**src/clk_sel_regs.vh**
```
// Register offsets, field positions and reset values of the clock selection block
`ifndef CLK_SEL_REGS_VH
`define CLK_SEL_REGS_VH
// Byte offsets
`define OFS_MCK_CFG 8'h00
`define OFS_PCK0_CFG 8'h04
`define OFS_PCK1_CFG 8'h08
`define OFS_PCK2_CFG 8'h0c
`define OFS_IRQ_EN 8'h10
`define OFS_IRQ_DIS 8'h14
`define OFS_STATUS 8'h18
`define OFS_IRQ_MASK 8'h1c
`define OFS_OSC_CTRL 8'h20
`define OFS_PLL_CTRL 8'h24
`define OFS_EVENT 8'h28
// Clock configuration fields
`define SRC_LSB 0
`define SRC_MSB 1
`define PRESCALE_CODE_LSB 2
`define PRESCALE_CODE_MSB 4
`define SRC_SLOW 2'h0
`define SRC_MAIN 2'h1
`define SRC_RSVD 2'h2
`define SRC_PLL 2'h3
`define PRESCALE_CODE_RSVD 3'h7
`define CFG_RESET 5'h00
// Status, enable, disable and mask bit positions
`define BIT_OSC 0
`define BIT_LOCK 2
`define BIT_MCK 3
`define BIT_PCK0 8
`define FLAG_RESET 11'h000
// Oscillator control fields
`define OSC_EN_BIT 0
`define OSC_BYP_BIT 1
`define OSC_CNT_LSB 8
`define OSC_CNT_MSB 15
`define OSC_MULT_SHIFT 3
// Pll control fields
`define PLL_CNT_LSB 8
`define PLL_CNT_MSB 13
`endif

```
**src/clk_sel.v**
```verilog
// Master and programmable clock selection, status flags and interrupt logic
//
// Summary of operation
// - Master clock config: source select bits 1:0, prescaler bits 4:2, rest unused.
// - Source codes: 00 slow, 01 main, 11 pll, 10 reserved.
// - Master prescaler divides by two to the code, 1 to 64; 111 reserved.
// - Each programmable clock picks its source in bits 1:0, same coding.
// - Each programmable clock divides by its prescaler in bits 4:2.
// - Flag bits: osc 0, lock 2, master ready 3, programmable ready 8 to 10.
// - Writing ones to the enable register enables those sources; zeros ignored.
// - Writing ones to the disable register disables those sources; zeros ignored.
// - Status shows oscillator stable as one once the oscillator settled.
// - Status shows pll lock as one while the pll is locked.
// - Status shows master clock ready as one when the master clock is ready.
// - Status shows one ready flag per programmable clock.
// - Mask register reads zero for enabled, one for disabled sources.
// - Oscillator stable sets after programmed count times eight slow cycles.
// - Pll lock sets after programmed slow cycles following a pll write.
`timescale 1ns/100ps
`include "clk_sel_regs.vh"

module clk_sel #(
    parameter NUM_PCK = 3
) (
    // Clock, reset, clock enable
    input wire clk_i,
    input wire rst_i,
    input wire ce_i,
    // Source clock ticks, one cycle each
    input wire slow_tick_i,
    input wire main_tick_i,
    input wire pll_tick_i,
    // Wishbone slave
    input wire wb_cyc_i,
    input wire wb_stb_i,
    input wire wb_we_i,
    input wire [7:0] wb_adr_i,
    input wire [3:0] wb_sel_i,
    input wire [31:0] wb_dat_i,
    output reg [31:0] wb_dat_o,
    output reg wb_ack_o,
    // Divided clock ticks and interrupt
    output reg mck_tick_o,
    output reg [NUM_PCK-1:0] pck_tick_o,
    output reg irq_o
);

    // ------------------------------------------------------------
    // Functions
    // ------------------------------------------------------------
    // Terminal count of a prescaler: two to the code, minus one, at most 63
    function [5:0] prescale_code_limit;
        input [2:0] code;
        begin
            case (code)
                3'h0: prescale_code_limit = 6'h00;
                3'h1: prescale_code_limit = 6'h01;
                3'h2: prescale_code_limit = 6'h03;
                3'h3: prescale_code_limit = 6'h07;
                3'h4: prescale_code_limit = 6'h0f;
                3'h5: prescale_code_limit = 6'h1f;
                3'h6: prescale_code_limit = 6'h3f;
                default: prescale_code_limit = 6'h3f; // Reserved code behaves as divide by 64
            endcase
        end
    endfunction

    // Source tick of a select code; the reserved code gives no ticks
    function src_tick;
        input [1:0] sel;
        input slow;
        input main;
        input pll;
        begin
            case (sel)
                `SRC_SLOW: src_tick = slow;
                `SRC_MAIN: src_tick = main;
                `SRC_PLL: src_tick = pll;
                default: src_tick = 1'b0;
            endcase
        end
    endfunction

    // Register offset of a clock channel; channel 0 is the master clock
    function [7:0] chan_ofs;
        input integer idx;
        begin
            case (idx)
                0: chan_ofs = `OFS_MCK_CFG;
                1: chan_ofs = `OFS_PCK0_CFG;
                2: chan_ofs = `OFS_PCK1_CFG;
                default: chan_ofs = `OFS_PCK2_CFG;
            endcase
        end
    endfunction

    // ------------------------------------------------------------
    // Declarations
    // ------------------------------------------------------------
    localparam NCH = NUM_PCK + 1;
    localparam NFLAG = 11;

    reg [4:0] cfg_ff [0:NCH-1];
    reg [NCH-1:0] ready_ff;
    reg [NFLAG-1:0] irq_en_ff;
    reg [NFLAG-1:0] event_ff;
    reg [NFLAG-1:0] flags_d_ff;
    reg osc_en_ff;
    reg osc_byp_ff;
    reg [7:0] osc_cnt_cfg_ff;
    reg [10:0] osc_timer_ff;
    reg osc_stable_flag_ff;
    reg [5:0] pll_cnt_cfg_ff;
    reg [5:0] pll_timer_ff;
    reg pll_lock_ff;
    reg [NCH-1:0] tick_ff;

    wire req = wb_cyc_i & wb_stb_i & ~wb_ack_o;
    wire wr = req & wb_we_i;
    wire [31:0] wmask = {{8{wb_sel_i[3]}}, {8{wb_sel_i[2]}}, {8{wb_sel_i[1]}}, {8{wb_sel_i[0]}}};
    // Byte enables gate the enable, disable and event writes
    wire [31:0] wdat = wb_dat_i & wmask;
    wire [NFLAG-1:0] flags;
    wire [NCH-1:0] div_tick;
    wire [NCH-1:0] src_ok;
    wire [NCH-1:0] cfg_wr;
    wire main_ok = osc_stable_flag_ff;

    // ------------------------------------------------------------
    // Status flag vector
    // ------------------------------------------------------------
    assign flags[`BIT_OSC] = osc_stable_flag_ff;
    assign flags[1] = 1'b0;
    assign flags[`BIT_LOCK] = pll_lock_ff;
    assign flags[`BIT_MCK] = ready_ff[0];
    assign flags[7:4] = 4'h0;
    assign flags[`BIT_PCK0 +: NUM_PCK] = ready_ff[NCH-1:1];

    // ------------------------------------------------------------
    // Clock channels: index 0 is the master clock
    // ------------------------------------------------------------
    genvar g;
    generate
        for (g = 0; g < NCH; g = g + 1)
        begin : chan
            // Counts source ticks up to the terminal count of the prescaler
            reg [5:0] div_cnt_ff;
            wire [4:0] cfg = cfg_ff[g];
            wire stick = src_tick(cfg[`SRC_MSB:`SRC_LSB], slow_tick_i, main_tick_i,
                pll_tick_i);
            wire at_lim = (div_cnt_ff == prescale_code_limit(cfg[`PRESCALE_CODE_MSB:`PRESCALE_CODE_LSB]));
            assign div_tick[g] = stick & at_lim;
            assign cfg_wr[g] = wr & wb_sel_i[0] & (wb_adr_i == chan_ofs(g));
            // Main and pll sources only count as usable once settled
            assign src_ok[g] = (cfg[`SRC_MSB:`SRC_LSB] == `SRC_SLOW) |
                ((cfg[`SRC_MSB:`SRC_LSB] == `SRC_MAIN) & main_ok) |
                ((cfg[`SRC_MSB:`SRC_LSB] == `SRC_PLL) & pll_lock_ff);

            always @(posedge clk_i)
            begin
                if (rst_i)
                begin
                    div_cnt_ff <= 6'h00;
                end
                else if (ce_i)
                begin
                    if (cfg_wr[g])
                        div_cnt_ff <= 6'h00; // New divide restarts from zero
                    else if (stick)
                        div_cnt_ff <= at_lim ? 6'h00 : div_cnt_ff + 6'h01;
                end
            end
        end
    endgenerate

    // ------------------------------------------------------------
    // Configuration registers and ready flags
    // ------------------------------------------------------------
    integer i;
    always @(posedge clk_i)
    begin
        if (rst_i)
        begin
            for (i = 0; i < NCH; i = i + 1)
            begin
                cfg_ff[i] <= `CFG_RESET;
            end
            ready_ff <= {NCH{1'b0}};
            tick_ff <= {NCH{1'b0}};
        end
        else if (ce_i)
        begin
            // A second stage keeps every tick output straight from a flip-flop
            tick_ff <= div_tick;
            for (i = 0; i < NCH; i = i + 1)
            begin
                if (cfg_wr[i])
                begin
                    // The low byte lane carries both fields
                    cfg_ff[i] <= wb_dat_i[`PRESCALE_CODE_MSB:`SRC_LSB];
                    ready_ff[i] <= 1'b0; // Switching drops ready until the new clock runs
                end
                else if (div_tick[i] & src_ok[i])
                    ready_ff[i] <= 1'b1;
                else if (~src_ok[i])
                    ready_ff[i] <= 1'b0;
            end
        end
    end

    // ------------------------------------------------------------
    // Main oscillator start-up
    // ------------------------------------------------------------
    wire osc_wr = wr & wb_sel_i[0] & (wb_adr_i == `OFS_OSC_CTRL);
    always @(posedge clk_i)
    begin
        if (rst_i)
        begin
            osc_en_ff <= 1'b0;
            osc_byp_ff <= 1'b0;
            osc_cnt_cfg_ff <= 8'h00;
            osc_timer_ff <= 11'h000;
            osc_stable_flag_ff <= 1'b0;
        end
        else if (ce_i)
        begin
            if (osc_wr)
            begin
                osc_en_ff <= wb_dat_i[`OSC_EN_BIT];
                osc_byp_ff <= wb_dat_i[`OSC_BYP_BIT];
                if (wb_sel_i[1])
                    osc_cnt_cfg_ff <= wb_dat_i[`OSC_CNT_MSB:`OSC_CNT_LSB];
                // Rewriting the enable restarts the count rather than resuming it
                // Start-up time is the count times eight slow cycles
                osc_timer_ff <= {3'h0, (wb_sel_i[1] ? wb_dat_i[`OSC_CNT_MSB:`OSC_CNT_LSB] :
                    osc_cnt_cfg_ff)} << `OSC_MULT_SHIFT;
                if (wb_dat_i[`OSC_BYP_BIT])
                    osc_stable_flag_ff <= 1'b1; // Bypass needs no start-up
                else if (~wb_dat_i[`OSC_EN_BIT] | ~osc_en_ff)
                    osc_stable_flag_ff <= 1'b0;
            end
            else if (osc_en_ff & ~osc_stable_flag_ff)
            begin
                if (osc_timer_ff == 11'h000)
                    osc_stable_flag_ff <= 1'b1;
                else if (slow_tick_i)
                    osc_timer_ff <= osc_timer_ff - 11'h001;
            end
            else if (~osc_en_ff & ~osc_byp_ff)
                osc_stable_flag_ff <= 1'b0;
        end
    end

    // ------------------------------------------------------------
    // Pll lock timer
    // ------------------------------------------------------------
    // Either low byte lane counts as a pll write
    wire pll_wr = wr & (wb_sel_i[0] | wb_sel_i[1]) & (wb_adr_i == `OFS_PLL_CTRL);
    always @(posedge clk_i)
    begin
        if (rst_i)
        begin
            pll_cnt_cfg_ff <= 6'h00;
            pll_timer_ff <= 6'h00;
            pll_lock_ff <= 1'b0;
        end
        else if (ce_i)
        begin
            if (pll_wr)
            begin
                if (wb_sel_i[1])
                    pll_cnt_cfg_ff <= wb_dat_i[`PLL_CNT_MSB:`PLL_CNT_LSB];
                pll_timer_ff <= wb_sel_i[1] ? wb_dat_i[`PLL_CNT_MSB:`PLL_CNT_LSB] :
                    pll_cnt_cfg_ff;
                pll_lock_ff <= 1'b0; // Any write to the pll restarts locking
            end
            else if (~pll_lock_ff)
            begin
                if (pll_timer_ff == 6'h00)
                    pll_lock_ff <= 1'b1;
                else if (slow_tick_i)
                    pll_timer_ff <= pll_timer_ff - 6'h01;
            end
        end
    end

    // ------------------------------------------------------------
    // Interrupt enables, sticky events and output
    // ------------------------------------------------------------
    wire en_wr = wr & (wb_adr_i == `OFS_IRQ_EN);
    wire dis_wr = wr & (wb_adr_i == `OFS_IRQ_DIS);
    wire ev_wr = wr & (wb_adr_i == `OFS_EVENT);
    // One event per rising flag, so a flag that stays up cannot retrigger
    wire [NFLAG-1:0] flag_rise = flags & ~flags_d_ff;
    wire [NFLAG-1:0] nxt_irq_en = (irq_en_ff | (en_wr ? wdat[NFLAG-1:0] : {NFLAG{1'b0}})) &
        ~(dis_wr ? wdat[NFLAG-1:0] : {NFLAG{1'b0}});
    // A rising flag in the clearing cycle survives the clear
    wire [NFLAG-1:0] nxt_event = (event_ff & ~(ev_wr ? wdat[NFLAG-1:0] : {NFLAG{1'b0}})) |
        flag_rise;
    // Events keep the line up after a flag drops again
    wire nxt_irq = |(irq_en_ff & (flags | event_ff));

    always @(posedge clk_i)
    begin
        if (rst_i)
        begin
            irq_en_ff <= `FLAG_RESET;
            event_ff <= `FLAG_RESET;
            flags_d_ff <= `FLAG_RESET;
            irq_o <= 1'b0;
            mck_tick_o <= 1'b0;
            pck_tick_o <= {NUM_PCK{1'b0}};
        end
        else if (ce_i)
        begin
            irq_en_ff <= nxt_irq_en;
            event_ff <= nxt_event;
            flags_d_ff <= flags;
            irq_o <= nxt_irq;
            mck_tick_o <= tick_ff[0];
            pck_tick_o <= tick_ff[NCH-1:1];
        end
    end

    // ------------------------------------------------------------
    // Wishbone read and acknowledge
    // ------------------------------------------------------------
    reg [31:0] rdat;
    always @*
    begin
        // Write-only and unmapped offsets read as zero
        rdat = 32'h0000_0000;
        case (wb_adr_i)
            `OFS_MCK_CFG: rdat = {27'h0, cfg_ff[0]};
            `OFS_PCK0_CFG: rdat = {27'h0, cfg_ff[1]};
            `OFS_PCK1_CFG: rdat = {27'h0, cfg_ff[2]};
            `OFS_PCK2_CFG: rdat = {27'h0, cfg_ff[3]};
            `OFS_STATUS: rdat = {21'h0, flags};
            `OFS_IRQ_MASK: rdat = {21'h0, ~irq_en_ff & flag_impl(1'b0)};
            `OFS_OSC_CTRL: rdat = {16'h0, osc_cnt_cfg_ff, 6'h0, osc_byp_ff, osc_en_ff};
            `OFS_PLL_CTRL: rdat = {18'h0, pll_cnt_cfg_ff, 8'h00};
            `OFS_EVENT: rdat = {21'h0, event_ff};
            default: rdat = 32'h0000_0000;
        endcase
    end

    // Implemented flag positions; the rest of the mask reads zero
    function [NFLAG-1:0] flag_impl;
        input dummy;
        begin
            flag_impl = 11'h70d;
        end
    endfunction

    always @(posedge clk_i)
    begin
        if (rst_i)
        begin
            wb_ack_o <= 1'b0;
            wb_dat_o <= 32'h0000_0000;
        end
        else if (ce_i)
        begin
            // Ack blocks its own request in the ack cycle only; a strobe held past it is taken again in the cycle after
            // One wait state: ack on the edge after the request appears
            wb_ack_o <= req;
            if (req & ~wb_we_i)
                wb_dat_o <= rdat;
        end
    end

endmodule // clk_sel

```
**config.mk**
```make
export PLATFORM = sky130hd
export DESIGN_NAME = clk_sel
export DESIGN_NICKNAME = d
export VERILOG_FILES = /design/src/clk_sel.v
export VERILOG_INCLUDE_DIRS = /design/src
export SDC_FILE = /design/constraint.sdc
export NUM_CORES = 1
export LEC_CHECK = 0
export BUFFER_PORTS_ARGS = -buffer_cell sky130_fd_sc_hd__buf_2
export CORE_ASPECT_RATIO = 1.5
export CORE_MARGIN = 2
export CORE_UTILIZATION = 50
export CTS_CLUSTER_DIAMETER = 200
export DETAILED_ROUTE_END_ITERATION = 10
export PLACE_DENSITY = 0.67
export SETUP_SLACK_MARGIN = 0.05
export SLEW_MARGIN = 20
export SYNTH_ARGS = -nofsm -noshare
export SYNTH_HDL_FRONTEND = slang
export SYNTH_SLANG_ARGS = --single-unit
```
**constraint.sdc**
```tcl
create_clock -name clk_i -period 3.3 [get_ports clk_i]
set_clock_uncertainty 0.2 [all_clocks]
set_input_delay 0.66 -clock clk_i [delete_from_list [all_inputs] [get_ports clk_i]]
set_output_delay 0.66 -clock clk_i [all_outputs]
set_load 0.01 [all_outputs]
```
# After elaboration in Yosys (flattened, before gate mapping)
# Memories as Yosys holds them, arrays and structs flattened.
# Index checks and enable logic that the tools add are counted.
[word_totals]
in_bits = 53
ram_bits = 20
mem_count = 1
word_cells = 259
reg_bits = 133
[mem_list]
columns = ["name", "words", "width", "rd", "rd_ports_with_merged_regs", "write_ports", "line", "source"]
rows = [
  ["cfg_ff", 4, 5, 4, 0, 4, "clk_sel.v:103", "reg [4:0] cfg_ff [0:NCH-1];"],
]
[op_classes]
add_sub_neg = 6
bitwise = 65
eq_ne = 51
muxes = 77
reduce_logical = 34
[ops]
columns = ["cell", "count"]
rows = [
  ["16-bit one-hot mux with 9 select lines", 1],
  ["6-bit one-hot mux with 6 select lines", 4],
  ["6-bit two-way mux", 17],
  ["11-bit two-way mux", 7],
  ["11-bit bitwise AND", 5],
  ["11-bit NOT", 4],
  ["1-bit two-way mux", 39],
  ["1-bit bitwise AND", 33],
  ["11-bit bitwise OR", 3],
  ["8-bit by 5-bit == test with 1-bit output, second input constant", 4],
  ["6-bit by 1-bit adder with 6-bit output, second input constant", 4],
  ["3-bit by 2-bit == test with 1-bit output, second input constant", 8],
  ["3-bit == test, second input constant", 8],
  ["6-bit == test", 4],
  ["8-bit by 6-bit == test with 1-bit output, second input constant", 3],
  ["2-bit AND reduction", 11],
  ["5-bit two-way mux", 4],
  ["8-bit by 4-bit == test with 1-bit output, second input constant", 2],
  ["1-bit bitwise OR", 14],
  ["2-bit nonzero test", 7],
  ["3-bit by 1-bit == test with 1-bit output, second input constant", 4],
  ["3-bit zero test", 4],
  ["3-bit by 1-bit inequality test with 1-bit output, second input constant", 4],
  ["1-bit one-hot mux with 3 select lines", 4],
  ["17 further kinds", 35],
]

# Depth between registers and ports, before layout
[depth]
word_depth = 10
ltp_mapped = 8
depth_no_buf = 8

# Worst setup path before layout
# No wires, ideal clock.
[synth_timing]
path_type = "in2reg"
startpoint = "input wb_adr_i[3]"
endpoint = "register osc_cnt_cfg_ff[1]"
slack_ns = 0.773
setup_ns = 0.128
arrival_time_ns = 2.199
n_path_buf = 2
required_ns = 2.972
path_stages = 8
path_cell_list = "clkbuf_1 > nor4_1 > nand4_1 > nor2_1 > buf_2 > nand2_2 > mux2i_1 > nor2_1"
[synth_between]
elab_chain_len = 3
[synth_lines]
columns = ["element", "line", "source"]
rows = [
  ["from (decl)", "clk_sel.v:37", "input wire [7:0] wb_adr_i,"],
  ["8-bit by 6-bit == test with 1-bit output", "--", ""],
  ["1-bit bitwise AND", "clk_sel.v:214", "wire osc_wr = wr & wb_sel_i[0] & (wb_adr_i == `OFS_OSC_CTRL);"],
  ["2-bit AND reduction (no line)", "--", ""],
  ["to (signal assigned)", "clk_sel.v:232", "osc_cnt_cfg_ff <= wb_dat_i[`OSC_CNT_MSB:`OSC_CNT_LSB];"],
  ["to (decl)", "clk_sel.v:110", "reg [7:0] osc_cnt_cfg_ff;"],
]
# Every way passes these cells.
# A chain may end at the register's enable or synchronous reset.

# Worst setup path in the final report
[layout_timing]
startpoint = "register osc_timer_ff[0]"
endpoint = "register osc_timer_ff[8]"
[layout_between]
elab_chain_len = 5
word_cells_on_any_way = 8
[layout_lines]
columns = ["element", "line", "source"]
rows = [
  ["from (decl)", "clk_sel.v:111", "reg [10:0] osc_timer_ff;"],
  ["from (signal assigned)", "clk_sel.v:235", "osc_timer_ff <= {3'h0, (wb_sel_i[1] ? wb_dat_i[`OSC_CNT_MSB:`OSC_CNT_LSB] :"],
  ["from (signal assigned)", "clk_sel.v:247", "osc_timer_ff <= osc_timer_ff - 11'h001;"],
  ["11-bit by 1-bit subtractor with 11-bit output", "clk_sel.v:247", ""],
  ["11-bit two-way mux", "clk_sel.v:246", "else if (slow_tick_i)"],
  ["11-bit two-way mux", "clk_sel.v:244", "if (osc_timer_ff == 11'h000)"],
  ["11-bit two-way mux", "clk_sel.v:242", "else if (osc_en_ff & ~osc_stable_flag_ff)"],
  ["11-bit two-way mux", "clk_sel.v:227", "if (osc_wr)"],
]
# Parallel ways exist; a longest one is shown, timed or not. The select of a mux whose other input is x is not followed.

==> results.sh <==
export IMPL_tritoncts_num_buffers=17
export IMPL_max_freq_mhz=383
export IMPL_drtIter0Drc=550
export IMPL_synthDominantCellAreaShare_pct=32.8
export IMPL_synthTopCellsByArea="sky130_fd_sc_hd__dfxtp_1, sky130_fd_sc_hd__edfxtp_1, sky130_fd_sc_hd__nor2_1, sky130_fd_sc_hd__a21oi_1, sky130_fd_sc_hd__mux2i_1"
export IMPL_worst_hold_path_type="flop to flop"
export IMPL_timing_slew_headroom_pct=49.0
export IMPL_floorplan_rows=53
export IMPL_viasPerCell=6.07
export IMPL_crit_path_end_kind="flop"
export IMPL_grt_start_max_net_pins=72
export IMPL_post_route_cells_drive_above_1_share_pct=14.4
export IMPL_wire_per_inst_um=18.3
export IMPL_vias_in_the_first_global_route=6444
export IMPL_critPathLaunchType="flop"
export IMPL_timing_critical_path_slowest_stage_cell="sky130_fd_sc_hd__or4b_1"
export IMPL_synth_edf_count=20
export IMPL_outcome="completed"
export IMPL_placer_congestion=0.944
export IMPL_clk_root_buffer_cell="sky130_fd_sc_hd__clkbuf_16"
export IMPL_path_class="flop to flop"
export IMPL_synthToLayoutAreaGrowth_pct=14.2
export IMPL_yosys_area_share_adder_pct=1.23
export IMPL_clk_pin_slew_ns=0.06
export IMPL_synth_compound_area_share_pct=20.8
export IMPL_final_max_slew_violation_count=0
export IMPL_grtUsageTotal_pct=27.2
export IMPL_vias=6700
export IMPL_grt_pass1_wl_um=32300
export IMPL_worst_r2r_path_depth=8
export IMPL_syn_avg_cell_area_um2=8.45
export IMPL_die_x_um=102
export IMPL_critical_path_max_fanout=7
export IMPL_reg2reg_slack_ns=0.69
export IMPL_wirelength_um=20200
export IMPL_finalSetupTns_ns=0
export IMPL_synth_cell_area_mm2=0.00713
export IMPL_placeableCoreArea_mm2=0.0140
export IMPL_gr_total_overflow=0
export IMPL_regToRegEndpoint="osc_timer_ff[8]"
export IMPL_synth_commonest_cells="sky130_fd_sc_hd__dfxtp_1, sky130_fd_sc_hd__nor2_1, sky130_fd_sc_hd__a21oi_1"
export IMPL_unrepaired_setup_endpoints_after_global_routing="false"
export IMPL_antenna_found_initial=0
export IMPL_crit_path_max_incr_delay_ns=0.54
export IMPL_setup_slack_ns=0.688
export IMPL_critPathArrivalTime_ns=2.76
export IMPL_critPathMostFrequentCell="sky130_fd_sc_hd__nor2_1"
export IMPL_rr_startpoint="osc_timer_ff[0]"
export IMPL_detailedPlacementHpwl_um=14500
export IMPL_n_antenna_cell=0
export IMPL_crit_required_ns=3.45
export IMPL_fp_dieArea_mm2=0.0153
export IMPL_post_synthesis_cell_count=844
export IMPL_tritoncts_clock_tree="built"
export IMPL_synth_xor_area_share_pct=1.35
export IMPL_power_density_mw_per_mm2=472
export IMPL_synth_ff_type="sky130_fd_sc_hd__dfxtp_1"
export IMPL_worst_setup_path_startpoint="osc_timer_ff[0]"
export IMPL_filler_cell_count=1267
export IMPL_synthMuxAreaShare_pct=6.19
export IMPL_post_synth_and_or_nand_nor_area_fraction_pct=23.4
export IMPL_hold_depth=2
export IMPL_yosysMostFrequentCell="sky130_fd_sc_hd__dfxtp_1"
export IMPL_async_flop_share_pct=0
export IMPL_timing_critical_path_cells="inv_1 -> ha_1 -> or4b_1 -> nor4b_4 -> nor2_1 -> nor2_1 -> o21ai_0 -> a21oi_1"
export IMPL_cp_endpoint="osc_timer_ff[8]"
export IMPL_clock_latency_ns=0.42
export IMPL_fin_crit_sh_pct=79.2
export IMPL_timing_final_crit_period_ns=2.61
export IMPL_io_pin_count=91
export IMPL_h_tree_depth=4
export IMPL_drt_pre_antenna_iters=5
export IMPL_dpl_worst_slack_ns=0.362
export IMPL_postCtsResizedCells=0
export IMPL_clock_sink_count=137
export IMPL_drv_max_cap_violation_count=0
export IMPL_timing_worst_slew_pin_value_ns=0.764
export IMPL_design_final_nets=960
export IMPL_initial_core_util_pct=51.0
export IMPL_number_of_flip_flops_and_latches_in_the_synthesized_netlist=137
export IMPL_p_leak_nw=3.02
export IMPL_die_h_um=150
export IMPL_post_synth_top_area_cell="sky130_fd_sc_hd__dfxtp_1"
export IMPL_drc=0
export IMPL_irDropWorstVdd_mv=0.326
export IMPL_drtAntennaViolNets=0
export IMPL_main_combinational_cell_family_by_area_after_synthesis="simple AND/OR/NAND/NOR gates"
export IMPL_cts_repair_timing_setup_buffer_count=0
export IMPL_hold_bufs_at_cts=0
export IMPL_yosys_warnings=0
export IMPL_timing_hold_violations_final=0
export IMPL_share_of_synthesized_area_occupied_by_flip_flops_and_latches_pct=41.3
export IMPL_synthDistinctLibCells=68
export IMPL_cts_max_path_buffers=2
export IMPL_setup_viol=0
export IMPL_io_buffers=56
registers in the layout, summed over array words and instances, names as in the netlist, 6 cells and up:
name / flops
osc_timer_ff: 11
osc_cnt_cfg_ff: 8
wb_dat_o: 16
irq_en_ff: 11
cfg_ff: 20
pll_cnt_cfg_ff: 6
flags_d_ff: 6
pll_timer_ff: 6
chan.div_cnt_ff: 24
event_ff: 11
cell usage in the layout (no fill, tap or decap), types with 19 or more instances in the layout:
| master | Yosys | final |
|---|---|---|
| sky130_fd_sc_hd__dfxtp_1 | 117 | 117 |
| sky130_fd_sc_hd__nor2_1 | 104 | 104 |
| sky130_fd_sc_hd__a21oi_1 | 73 | 73 |
| sky130_fd_sc_hd__nand2_1 | 65 | 65 |
| sky130_fd_sc_hd__buf_2 | 5 | 55 |
| sky130_fd_sc_hd__nand3_1 | 34 | 34 |
| sky130_fd_sc_hd__o21ai_0 | 34 | 34 |
| sky130_fd_sc_hd__mux2i_1 | 34 | 34 |
| sky130_fd_sc_hd__nor3_1 | 32 | 32 |
| sky130_fd_sc_hd__inv_1 | 31 | 31 |
| sky130_fd_sc_hd__and2_1 | 26 | 26 |
| sky130_fd_sc_hd__buf_4 | 18 | 24 |
| sky130_fd_sc_hd__a31oi_1 | 21 | 21 |
| sky130_fd_sc_hd__edfxtp_1 | 20 | 20 |
| sky130_fd_sc_hd__a311oi_1 | 19 | 19 |
metrics by stage:
step | hold slack, ns | instance area [µm²] | util, % | total power, mW | std cells
floorplan | 0.221 | 7190 | - | 2.04 | 859
global placement | 0.236 | 7610 | 54.4 | 2.14 | 1073
detailed placement | 0.238 | 7610 | 54.4 | 2.15 | 1073
CTS | 0.241 | 8140 | 58.2 | 3.86 | 1104
global route | 0.249 | 8140 | 58.2 | 3.98 | 1104
finish | 0.249 | 8140 | 58.2 | 3.85 | 1104
power breakdown:
part	leakage [nW]	internal [mW]	switching (mW)
Clock	0.266	1.03	0.690
Combinational	1.59	0.128	0.226
Sequential	1.16	1.73	0.0462
Total	3.02	2.88	0.962
per-layer routing:
layer  track usage, %  part of all wire [%]  routed length, µm
met3             6.31                   6.0               1210
met5                0                     0                  0
met2             46.2                    51              10300
met4             12.6                   3.9                778
met1             32.2                    39               7950
cell families after synthesis:
family | after synthesis
xor+xnor | 11
mux | 41
flops | 137
compound gates | 229
other cells | 1
buf+inv | 88
fa+ha+maj | 7
simple gates | 330
layout make-up:
type / instances / area [µm²] / area share (%)
clock buffers: 22 / 485 / 5.96
clock inverters: 9 / 46.3 / 0.568
inverters: 31 / 116 / 1.43
multi-input cells: 634 / 3860 / 47.4
flip-flops and latches: 137 / 2940 / 36.1
well taps: 192 / 240 / 2.95
repair buffers: 79 / 455 / 5.59
how the worst min path moves through the flow:
stage / end / startpoint
CTS: event_ff[7] / wb_dat_i[7]
finish: event_ff[7] / event_ff[7]
detailed placement: event_ff[7] / event_ff[7]
floorplan: event_ff[5] / event_ff[5]
global placement: event_ff[7] / event_ff[7]
global route: event_ff[5] / wb_dat_i[5]
worst max-delay path: cells and delay by family (launching register included):
kind	cells	cell delay, ns
and+or+nand+nor	4	1.39
adders and majority gates	1	0.19
AOI/OAI and AO/OA	2	0.36
buffers and inverters	1	0.07
DFF	1	0.33
Power figures use the tool's default switching activity.
